## src/rtl/gpm_pkg.sv

```systemverilog
/*
  gpm_pkg: constants and carrier types shared by the graphics power-state
  and indirect register window block.
  Assumes a single 250 MHz clock and a synchronous active-low reset.
*/
// What this block does
// [RQ1] power state field bits 1:0, D0/D3
// [RQ2] unsupported state writes are silently discarded
// [RQ3] optional reset pulse on D3 to D0
// [RQ4] bit 15 reads as zero always
// [RQ5] bit 8 reads as zero always
// [RQ6] smi register shared storage, two addresses
// [RQ7] 32-bit scratch register, no hardware effect
// [RQ8] full dword index write loads offset
// [RQ9] index bits 31:2 select dword register
// [RQ10] index read returns held offset
// [RQ11] narrow index writes complete, no update
// [RQ12] dword data write forwarded to target
// [RQ13] dword data read forwarded, value returned
// [RQ14] narrow data reads complete normally
// [RQ15] host avoids narrow data port writes
// [RQ16] host avoids vga registers through window
// [RQ17] window reaches same registers as memory
// [RQ18] reserved bits read zero, ignore writes
`default_nettype none

package gpm_pkg;

  // configuration offsets
  localparam logic [7:0]  CFG_PM_CTRL_STATUS = 8'hd4;
  localparam logic [7:0]  CFG_SMI_TRIGGER    = 8'he0;
  localparam logic [7:0]  CFG_SCRATCH        = 8'hfc;
  // i/o offsets from graphics_io_base
  localparam logic [2:0]  IO_INDEX           = 3'h0;
  localparam logic [2:0]  IO_DATA            = 3'h4;

  // power-state field
  localparam int          PS_LSB             = 0;
  localparam int          PS_MSB             = 1;
  localparam logic [1:0]  PS_D0              = 2'h0;
  localparam logic [1:0]  PS_D1              = 2'h1;
  localparam logic [1:0]  PS_D2              = 2'h2;
  localparam logic [1:0]  PS_D3              = 2'h3;
  localparam int          WAKE_FLAG_BIT      = 15;
  localparam int          WAKE_ALLOW_BIT     = 8;

  // index field
  localparam int          IDX_LSB            = 2;
  localparam logic [31:0] IDX_WMASK          = 32'hfffffffc;

  // reset values
  localparam logic [1:0]  PS_RESET           = 2'h0;
  localparam logic [15:0] SMI_RESET          = 16'h0000;
  localparam logic [31:0] SCRATCH_RESET      = 32'h00000000;
  localparam logic [31:0] INDEX_RESET        = 32'h00000000;

  // byte enables of a full dword
  localparam logic [3:0]  BE_FULL            = 4'hf;

  // cycle of a configuration or i/o request
  typedef struct packed {
    logic        valid;
    logic        write;
    logic [7:0]  addr;
    logic [3:0]  be;
    logic [31:0] wdata;
  } gpm_req_t;

  // answer to the host
  typedef struct packed {
    logic        done;
    logic [31:0] rdata;
  } gpm_rsp_t;

  // forwarded access to graphics register space
  typedef struct packed {
    logic        valid;
    logic        write;
    logic [29:0] dw_addr;
    logic [3:0]  be;
    logic [31:0] wdata;
  } gpm_mmio_req_t;

endpackage

`default_nettype wire

```

## src/rtl/gpm_pm_state.sv

```systemverilog
/*
  gpm_pm_state: power-state holder of the graphics function.
  Assumes writes come as a one-cycle strobe on the block clock.
*/
`default_nettype none

module gpm_pm_state (
  input  wire logic       clock,
  input  wire logic       rst_n,
  input  wire logic       wr_en,
  input  wire logic [1:0] wr_state,
  input  wire logic       reinit_en,
  output logic      [1:0] state,
  output logic            reinit
);

  logic [1:0] state_q;
  logic       reinit_q;
  logic       legal;

  assign legal = (wr_state == gpm_pkg::PS_D0) ||
                 (wr_state == gpm_pkg::PS_D3); // RQ2

  always_ff @(posedge clock) begin
    if (!rst_n) begin
      state_q <= gpm_pkg::PS_RESET;
    end else if (wr_en && legal) begin
      state_q <= wr_state; // RQ1
    end
  end

  // one-cycle pulse so downstream logic may reinitialise
  always_ff @(posedge clock) begin
    if (!rst_n) begin
      reinit_q <= 1'b0;
    end else begin
      reinit_q <= reinit_en && wr_en && legal &&
                  (state_q == gpm_pkg::PS_D3) &&
                  (wr_state == gpm_pkg::PS_D0); // RQ3
    end
  end

  assign state  = state_q;
  assign reinit = reinit_q;

endmodule

`default_nettype wire

```

## src/rtl/gpm_index_window.sv

```systemverilog
/*
  gpm_index_window: index/data pair giving indirect access to graphics
  register space.
  Assumes one request per cycle, answered the next cycle unless the
  forwarded read is still outstanding.
*/
`default_nettype none

module gpm_index_window (
  input  wire logic                  clock,
  input  wire logic                  rst_n,
  input  wire gpm_pkg::gpm_req_t     io_req,
  output gpm_pkg::gpm_rsp_t          io_rsp,
  output gpm_pkg::gpm_mmio_req_t     mmio_req,
  input  wire logic                  mmio_done,
  input  wire logic [31:0]           mmio_rdata,
  output logic                       busy
);

  typedef enum logic [1:0] {GPM_IDLE, GPM_WAIT, GPM_ANSWER} gpm_win_t;

  gpm_win_t               st_q;
  logic [31:0]            index_q;
  gpm_pkg::gpm_rsp_t      rsp_q;
  gpm_pkg::gpm_mmio_req_t fwd_q;
  logic                   take;
  logic                   is_idx;
  logic                   is_dat;
  logic                   busy_q;

  assign take   = io_req.valid && (st_q == GPM_IDLE);
  assign is_idx = io_req.addr[2:0] == gpm_pkg::IO_INDEX;
  assign is_dat = io_req.addr[2:0] == gpm_pkg::IO_DATA;

  // only a full dword write moves the offset
  always_ff @(posedge clock) begin
    if (!rst_n) begin
      index_q <= gpm_pkg::INDEX_RESET;
    end else if (take && io_req.write && is_idx &&
                 io_req.be == gpm_pkg::BE_FULL) begin // RQ8 RQ11
      index_q <= io_req.wdata & gpm_pkg::IDX_WMASK; // RQ9 RQ18
    end
  end

  // narrow data writes still forwarded with their lanes; host avoids them
  always_ff @(posedge clock) begin
    if (!rst_n) begin
      fwd_q <= '0;
    end else begin
      fwd_q.valid <= take && is_dat; // RQ12 RQ13 RQ14 RQ15
      fwd_q.write <= io_req.write;
      fwd_q.dw_addr <= index_q[31:gpm_pkg::IDX_LSB]; // RQ9 RQ17
      fwd_q.be <= io_req.be;
      fwd_q.wdata <= io_req.wdata;
    end
  end

  always_ff @(posedge clock) begin
    if (!rst_n) begin
      st_q   <= GPM_IDLE;
      rsp_q  <= '0;
      busy_q <= 1'b0;
    end else begin
      rsp_q.done <= 1'b0;
      case (st_q)
        GPM_IDLE: begin
          if (take && is_dat && !io_req.write) begin
            st_q   <= GPM_WAIT;
            busy_q <= 1'b1; // RQ13
          end else if (take) begin
            rsp_q.done  <= 1'b1;
            rsp_q.rdata <= (is_idx && !io_req.write) ? index_q
                                                     : 32'h00000000; // RQ10
          end
        end
        GPM_WAIT: begin
          if (mmio_done) begin
            st_q <= GPM_ANSWER;
            rsp_q.rdata <= mmio_rdata; // RQ13
          end
        end
        GPM_ANSWER: begin
          rsp_q.done <= 1'b1;
          st_q <= GPM_IDLE;
          busy_q <= 1'b0;
        end
        default: begin
          st_q <= GPM_IDLE;
          busy_q <= 1'b0;
        end
      endcase
    end
  end

  assign io_rsp   = rsp_q;
  assign mmio_req = fwd_q;
  // kept as its own flop so the top output needs no decode of the state
  assign busy     = busy_q;

endmodule

`default_nettype wire

```

## src/rtl/gpm_func1_regs.sv

```systemverilog
/*
  gpm_func1_regs: configuration registers of the second graphics function
  (power state, shared smi register, scratch store) plus the i/o window.
  Assumes the host bridge presents decoded configuration and i/o requests
  as one-cycle strobes on the block clock and waits for the done pulse.
  Function 0 shares the smi storage through its own request port.
*/
`default_nettype none

module gpm_func1_regs (
  input  wire logic                   clock,
  input  wire logic                   rst_n,
  input  wire gpm_pkg::gpm_req_t      cfg_req,
  output gpm_pkg::gpm_rsp_t           cfg_rsp,
  input  wire gpm_pkg::gpm_req_t      f0_smi_req,
  output gpm_pkg::gpm_rsp_t           f0_smi_rsp,
  input  wire gpm_pkg::gpm_req_t      io_req,
  output gpm_pkg::gpm_rsp_t           io_rsp,
  output gpm_pkg::gpm_mmio_req_t      mmio_req,
  input  wire logic                   mmio_done,
  input  wire logic [31:0]            mmio_rdata,
  input  wire logic                   reinit_enable,
  output logic      [1:0]             power_state,
  output logic                        gfx_reinit,
  output logic                        io_busy
);

  gpm_pkg::gpm_rsp_t cfg_rsp_q;
  gpm_pkg::gpm_rsp_t f0_rsp_q;
  logic [15:0]       smi_q;
  logic [31:0]       scratch_q;
  logic [1:0]        power_state_q;
  logic              ps_wr;
  logic [1:0]        ps_now;
  logic              reinit_w;
  logic [31:0]       pm_word;
  logic [15:0]       smi_next;

  assign ps_wr = cfg_req.valid && cfg_req.write && cfg_req.be[0] &&
                 cfg_req.addr == gpm_pkg::CFG_PM_CTRL_STATUS;

  gpm_pm_state u_pm (
    .clock     (clock),
    .rst_n     (rst_n),
    .wr_en     (ps_wr),
    .wr_state  (cfg_req.wdata[gpm_pkg::PS_MSB:gpm_pkg::PS_LSB]),
    .reinit_en (reinit_enable),
    .state     (ps_now),
    .reinit    (reinit_w)
  );

  // wake bits tied low, reserved bits zero
  always_comb begin
    pm_word = 32'h00000000;
    pm_word[gpm_pkg::PS_MSB:gpm_pkg::PS_LSB] = ps_now; // RQ1
    pm_word[gpm_pkg::WAKE_FLAG_BIT]  = 1'b0; // RQ4
    pm_word[gpm_pkg::WAKE_ALLOW_BIT] = 1'b0; // RQ5 RQ18
  end

  // one storage, two ports; function 1 wins when both write in a cycle
  always_comb begin
    smi_next = smi_q;
    if (f0_smi_req.valid && f0_smi_req.write &&
        f0_smi_req.addr == gpm_pkg::CFG_SMI_TRIGGER) begin
      if (f0_smi_req.be[0]) smi_next[7:0]  = f0_smi_req.wdata[7:0];
      if (f0_smi_req.be[1]) smi_next[15:8] = f0_smi_req.wdata[15:8];
    end
    if (cfg_req.valid && cfg_req.write &&
        cfg_req.addr == gpm_pkg::CFG_SMI_TRIGGER) begin
      if (cfg_req.be[0]) smi_next[7:0]  = cfg_req.wdata[7:0];
      if (cfg_req.be[1]) smi_next[15:8] = cfg_req.wdata[15:8];
    end
  end

  always_ff @(posedge clock) begin
    if (!rst_n) begin
      smi_q <= gpm_pkg::SMI_RESET;
    end else begin
      smi_q <= smi_next; // RQ6
    end
  end

  // scratch bytes written per lane; only the config read path reads them
  genvar b;
  generate
    for (b = 0; b < 4; b++) begin : g_scratch
      always_ff @(posedge clock) begin
        if (!rst_n) begin
          scratch_q[8*b +: 8] <= gpm_pkg::SCRATCH_RESET[8*b +: 8];
        end else if (cfg_req.valid && cfg_req.write && cfg_req.be[b] &&
                     cfg_req.addr == gpm_pkg::CFG_SCRATCH) begin
          scratch_q[8*b +: 8] <= cfg_req.wdata[8*b +: 8]; // RQ7
        end
      end
    end
  endgenerate

  // read data reflects state before a same-cycle write
  always_ff @(posedge clock) begin
    if (!rst_n) begin
      cfg_rsp_q <= '0;
    end else begin
      cfg_rsp_q.done <= cfg_req.valid; // RQ2
      if (cfg_req.valid) begin
        case (cfg_req.addr)
          gpm_pkg::CFG_PM_CTRL_STATUS: cfg_rsp_q.rdata <= pm_word;
          gpm_pkg::CFG_SMI_TRIGGER:    cfg_rsp_q.rdata <= {16'h0000, smi_q};
          gpm_pkg::CFG_SCRATCH:        cfg_rsp_q.rdata <= scratch_q; // RQ7
          default:                     cfg_rsp_q.rdata <= 32'h00000000;
        endcase
      end
    end
  end

  always_ff @(posedge clock) begin
    if (!rst_n) begin
      f0_rsp_q <= '0;
    end else begin
      f0_rsp_q.done <= f0_smi_req.valid;
      if (f0_smi_req.valid) begin
        f0_rsp_q.rdata <= (f0_smi_req.addr == gpm_pkg::CFG_SMI_TRIGGER) ?
                          {16'h0000, smi_q} : 32'h00000000; // RQ6
      end
    end
  end

  always_ff @(posedge clock) begin
    if (!rst_n) begin
      power_state_q <= gpm_pkg::PS_RESET;
    end else begin
      power_state_q <= ps_now;
    end
  end

  // window answers already come from flip-flops inside it
  gpm_index_window u_win (
    .clock      (clock),
    .rst_n      (rst_n),
    .io_req     (io_req),
    .io_rsp     (io_rsp),
    .mmio_req   (mmio_req),
    .mmio_done  (mmio_done),
    .mmio_rdata (mmio_rdata),
    .busy       (io_busy)
  );

  assign cfg_rsp     = cfg_rsp_q;
  assign f0_smi_rsp  = f0_rsp_q;
  assign power_state = power_state_q;
  assign gfx_reinit  = reinit_w;

endmodule

`default_nettype wire

```

## config.mk

```make
export PLATFORM = sky130hd
export DESIGN_NAME = gpm_func1_regs
export DESIGN_NICKNAME = d
export VERILOG_FILES = /design/src/rtl/gpm_pkg.sv /design/src/rtl/gpm_pm_state.sv /design/src/rtl/gpm_index_window.sv /design/src/rtl/gpm_func1_regs.sv
export SDC_FILE = /design/constraint.sdc
export NUM_CORES = 1
export LEC_CHECK = 0
export ABC_AREA = 0
export BUFFER_PORTS_ARGS = -buffer_cell sky130_fd_sc_hd__buf_2
export CORE_ASPECT_RATIO = 0.9
export CORE_MARGIN = 3
export CORE_UTILIZATION = 44
export DETAILED_ROUTE_END_ITERATION = 6
export PLACE_DENSITY = 0.74
export RECOVER_POWER = 100
export SYNTH_ARGS = -nofsm -noshare
export SYNTH_HDL_FRONTEND = slang
export SYNTH_SLANG_ARGS = --single-unit
export TNS_END_PERCENT = 20
```

## constraint.sdc

```tcl
create_clock -name clock -period 2.45 [get_ports clock]
set_clock_uncertainty 0.05 [all_clocks]
set_input_delay 0.245 -clock clock [delete_from_list [all_inputs] [get_ports clock]]
set_output_delay 0.245 -clock clock [all_outputs]
set_load 0.02 [all_outputs]
```

==> results.json <==
{
  "ys_dominant_reg_cell": "dfxtp_1",
  "syn-cell-area_sq_um": 8590,
  "cts_buffers": 24,
  "vias": 8233,
  "root_buffer": "clkbuf_16",
  "grt_antenna_before_repair": 4,
  "endpoint_kind": "flip-flop",
  "fin_setup_tns_ns": 0,
  "ant_nets": 0,
  "wl_per_cell_um": 17.2,
  "cts_tree": "done",
  "grt_overflow": 0,
  "drt-total-wl_mm": 27.1,
  "synth_warnings": 0,
  "crit_family": "buffers and inverters",
  "timing.critical_path.cells": "dlygate4sd3_1 > buf_2 > nor4b_1 > o2bb2ai_4 > clkbuf_4 > o21ai_0 > a21oi_1",
  "drc_errors": 0,
  "detail_route.vias_per_cell": 5.22,
  "rows": 47,
  "syn_avg_cell_area_sq_um": 9.29,
  "layout_min_cycle_time_ns": 2.05,
  "setup_viol": 0,
  "pwr_density_cell_nw_per_um2": 681,
  "dp_hpwl_mm": 17.3,
  "slew_headroom_pct": 20.3,
  "die_h_um": 139,
  "crit_buf_inv": 3,
  "fin_util_pct": 63.2,
  "place.gp.congestion": 0.873,
  "synthTopCellsByArea": "dfxtp_1 55%, a21oi_1 7.3%, and2_1 5.3%",
  "synthDistinctLibCells": 46,
  "nFillCells": 1586,
  "crit_path_top_delay_cell": "dlygate4sd3_1",
  "grt_util_all_layers_pct": 24.0,
  "grt_pass1_vias": 8152,
  "cts_setup_buffers": 0,
  "fp.dieW_um": 153,
  "crit_cells": 7,
  "start_util_pct": 45.8,
  "synth.most_common_cell": "dfxtp_1",
  "drtIter0Drc": 421,
  "grt_max_degree": 87,
  "slowest_delay_ns": 0.53,
  "hold_viol_final": 0,
  "path_max_fanout": 64,
  "clk_latency_ns": 0.51,
  "path_clk_slew_ns": 0.06,
  "drv_cap": 0,
  "max-vdd-ir-drop_mv": 0.594,
  "synth-seq-cells": 237,
  "port-buffer-count": 305,
  "nNetsFinal": 1495,
  "hp-class": "in2reg",
  "cp.required_ns": 2.76,
  "synth_cells": 924,
  "io_pins": 345,
  "clkSinkCount": 237,
  "dr.pass1.iters": 5,
  "fp.coreArea_sq_um": 18800,
  "synth_top_area_share_pct": 55.2,
  "finalCritPeriodShare_pct": 83.7,
  "dieArea_sq_um": 21200,
  "htreeDepth": 1,
  "synth-edff-count": 0,
  "rsz0062_at_grt": "false",
  "critPathLaunchType": "primary input",
  "multi_input_area_sq_um": 3520,
  "async_flop_share_pct": 0,
  "leakage_nw": 4.60,
  "slew_violations": 0,
  "path_class": "in2reg",
  "final-seq-area_sq_um": 4740,
  "status": "finished clean",
  "hold_path_depth": 2,
  "synth.yosys.seq_area_share_pct": 55.2,
  "netlist_top_cells_count": "237 x dfxtp_1, 125 x a21oi_1, 102 x nand2_1",
  "final_layout_size_suffix_gt1_share_pct": 15.3,
  "cp.arrival_ns": 2.36,
  "synth_area_leader_cell": "dfxtp_1",
  "ctsLongestPathBuffers": 3,
  "worst_pin_slew_ns": 1.19,
  "reg2reg_depth": 5,
  "max_freq_ghz": 0.488,
  "grt_pass1_wl_mm": 42.6,
  "syn_to_final_growth_pct": 38.0
}
## logic make-up (layout without fill, tap and decap cells)
kind of cell / after synthesis / count (layout) / share of synthesized area (%)
flops: 237 / 237 / 55.2
buf+inv: 80 / 473 / 4.46
other cells: 1 / 17 / 0.0437
mux: 32 / 32 / 3.73
compound gates: 244 / 244 / 15.8
simple gates: 328 / 328 / 20.5
fa+ha+maj: 1 / 1 / 0.146
xor+xnor: 1 / 1 / 0.102
## layout make-up
type / instances / area share [%]
flip-flops and latches: 237 / 40.0
clock buffers: 34 / 5.98
clock inverters: 4 / 0.169
multi-input cells: 622 / 29.7
well taps: 245 / 2.59
repair buffers: 431 / 21.4
diodes: 1 / 0.0211
inverters: 4 / 0.137
## sequential cells by signal (all words and copies together) (netlist names)
| name | cells |
|---|---|
| f0_smi_rsp | 17 |
| u_win.mmio_req | 68 |
| smi_q | 16 |
| u_win.busy | 1 |
| cfg_rsp | 33 |
| scratch_q | 32 |
| u_pm.reinit | 1 |
| u_win.index_q | 30 |
| u_win.st_q | 2 |
| u_pm.state | 2 |
| power_state | 2 |
| u_win.io_rsp | 33 |
## what timing repair did
| action | 4_1_cts | 5_1_grt |
|---|---|---|
| gates resized for setup | 0 | 0 |
| hold endpoints to repair | 140 | 0 |
| hold buffers | 108 | 0 |
## metal layers
metal  vias to the layer above  part of all wire (%)  global-route usage (%)
met3                        74                   9.2                    6.71
met2                       370                    47                    40.1
met5                         -                  0.10                       0
met4                         6                   3.4                    8.39
li1                       3931                     -                       -
met1                      3852                    40                    29.9
## through the flow
| stage | hold WS (ns) | total power [mW] | setup WS, ns | area [sq um] | std cells |
|---|---|---|---|---|---|
| after floorplan | 0.317 | 4.34 | 0.824 | 8640 | 939 |
| after CTS | 0.000603 | 8.17 | 0.541 | 12100 | 1577 |
| final | 0.00474 | 8.08 | 0.399 | 11900 | 1578 |
| after global routing | 0.00500 | 8.35 | 0.211 | 11900 | 1578 |
| after detailed placement | 0.387 | 4.59 | 0.404 | 10300 | 1431 |
| after global placement | 0.380 | 4.59 | 0.468 | 10300 | 1431 |
## power breakdown
| group | leakage, nW | switching, mW | internal, mW | total (mW) |
|---|---|---|---|---|
| Combinational | 2.31 | 0.397 | 0.288 | 0.686 |
| Clock | 0.364 | 1.45 | 1.99 | 3.44 |
| Sequential | 1.93 | 0.0272 | 3.92 | 3.95 |
## final timing paths
path                                    from                       endpoint  slack [ns]
hold reg to reg    scratch_q[6]$_SDFFE_PN0P_      scratch_q[6]$_SDFFE_PN0P_        0.40
hold / removal                    io_req[44]  u_win.mmio_req[66]$_SDFF_PN0_       0.005
setup / recovery                  io_req[38]  u_win.io_rsp[11]$_SDFFE_PN0P_        0.40
setup reg to reg  u_win.st_q[0]$_SDFFE_PN0P_  u_win.io_rsp[11]$_SDFFE_PN0P_        0.50
## cell usage in the layout, fill, tap and decap left out, types with 19 or more instances in the layout
cell type and instances:
dlygate4sd3_1 108, o21ai_0 70, dfxtp_1 237, buf_2 138
a22oi_1 44, and2_0 19, a21oi_1 125, mux2i_1 32
clkbuf_1 169, nand2_1 102, clkbuf_16 25, nor2b_1 33
and2_1 54, nor2_1 54
Power figures use the tool's default switching activity.
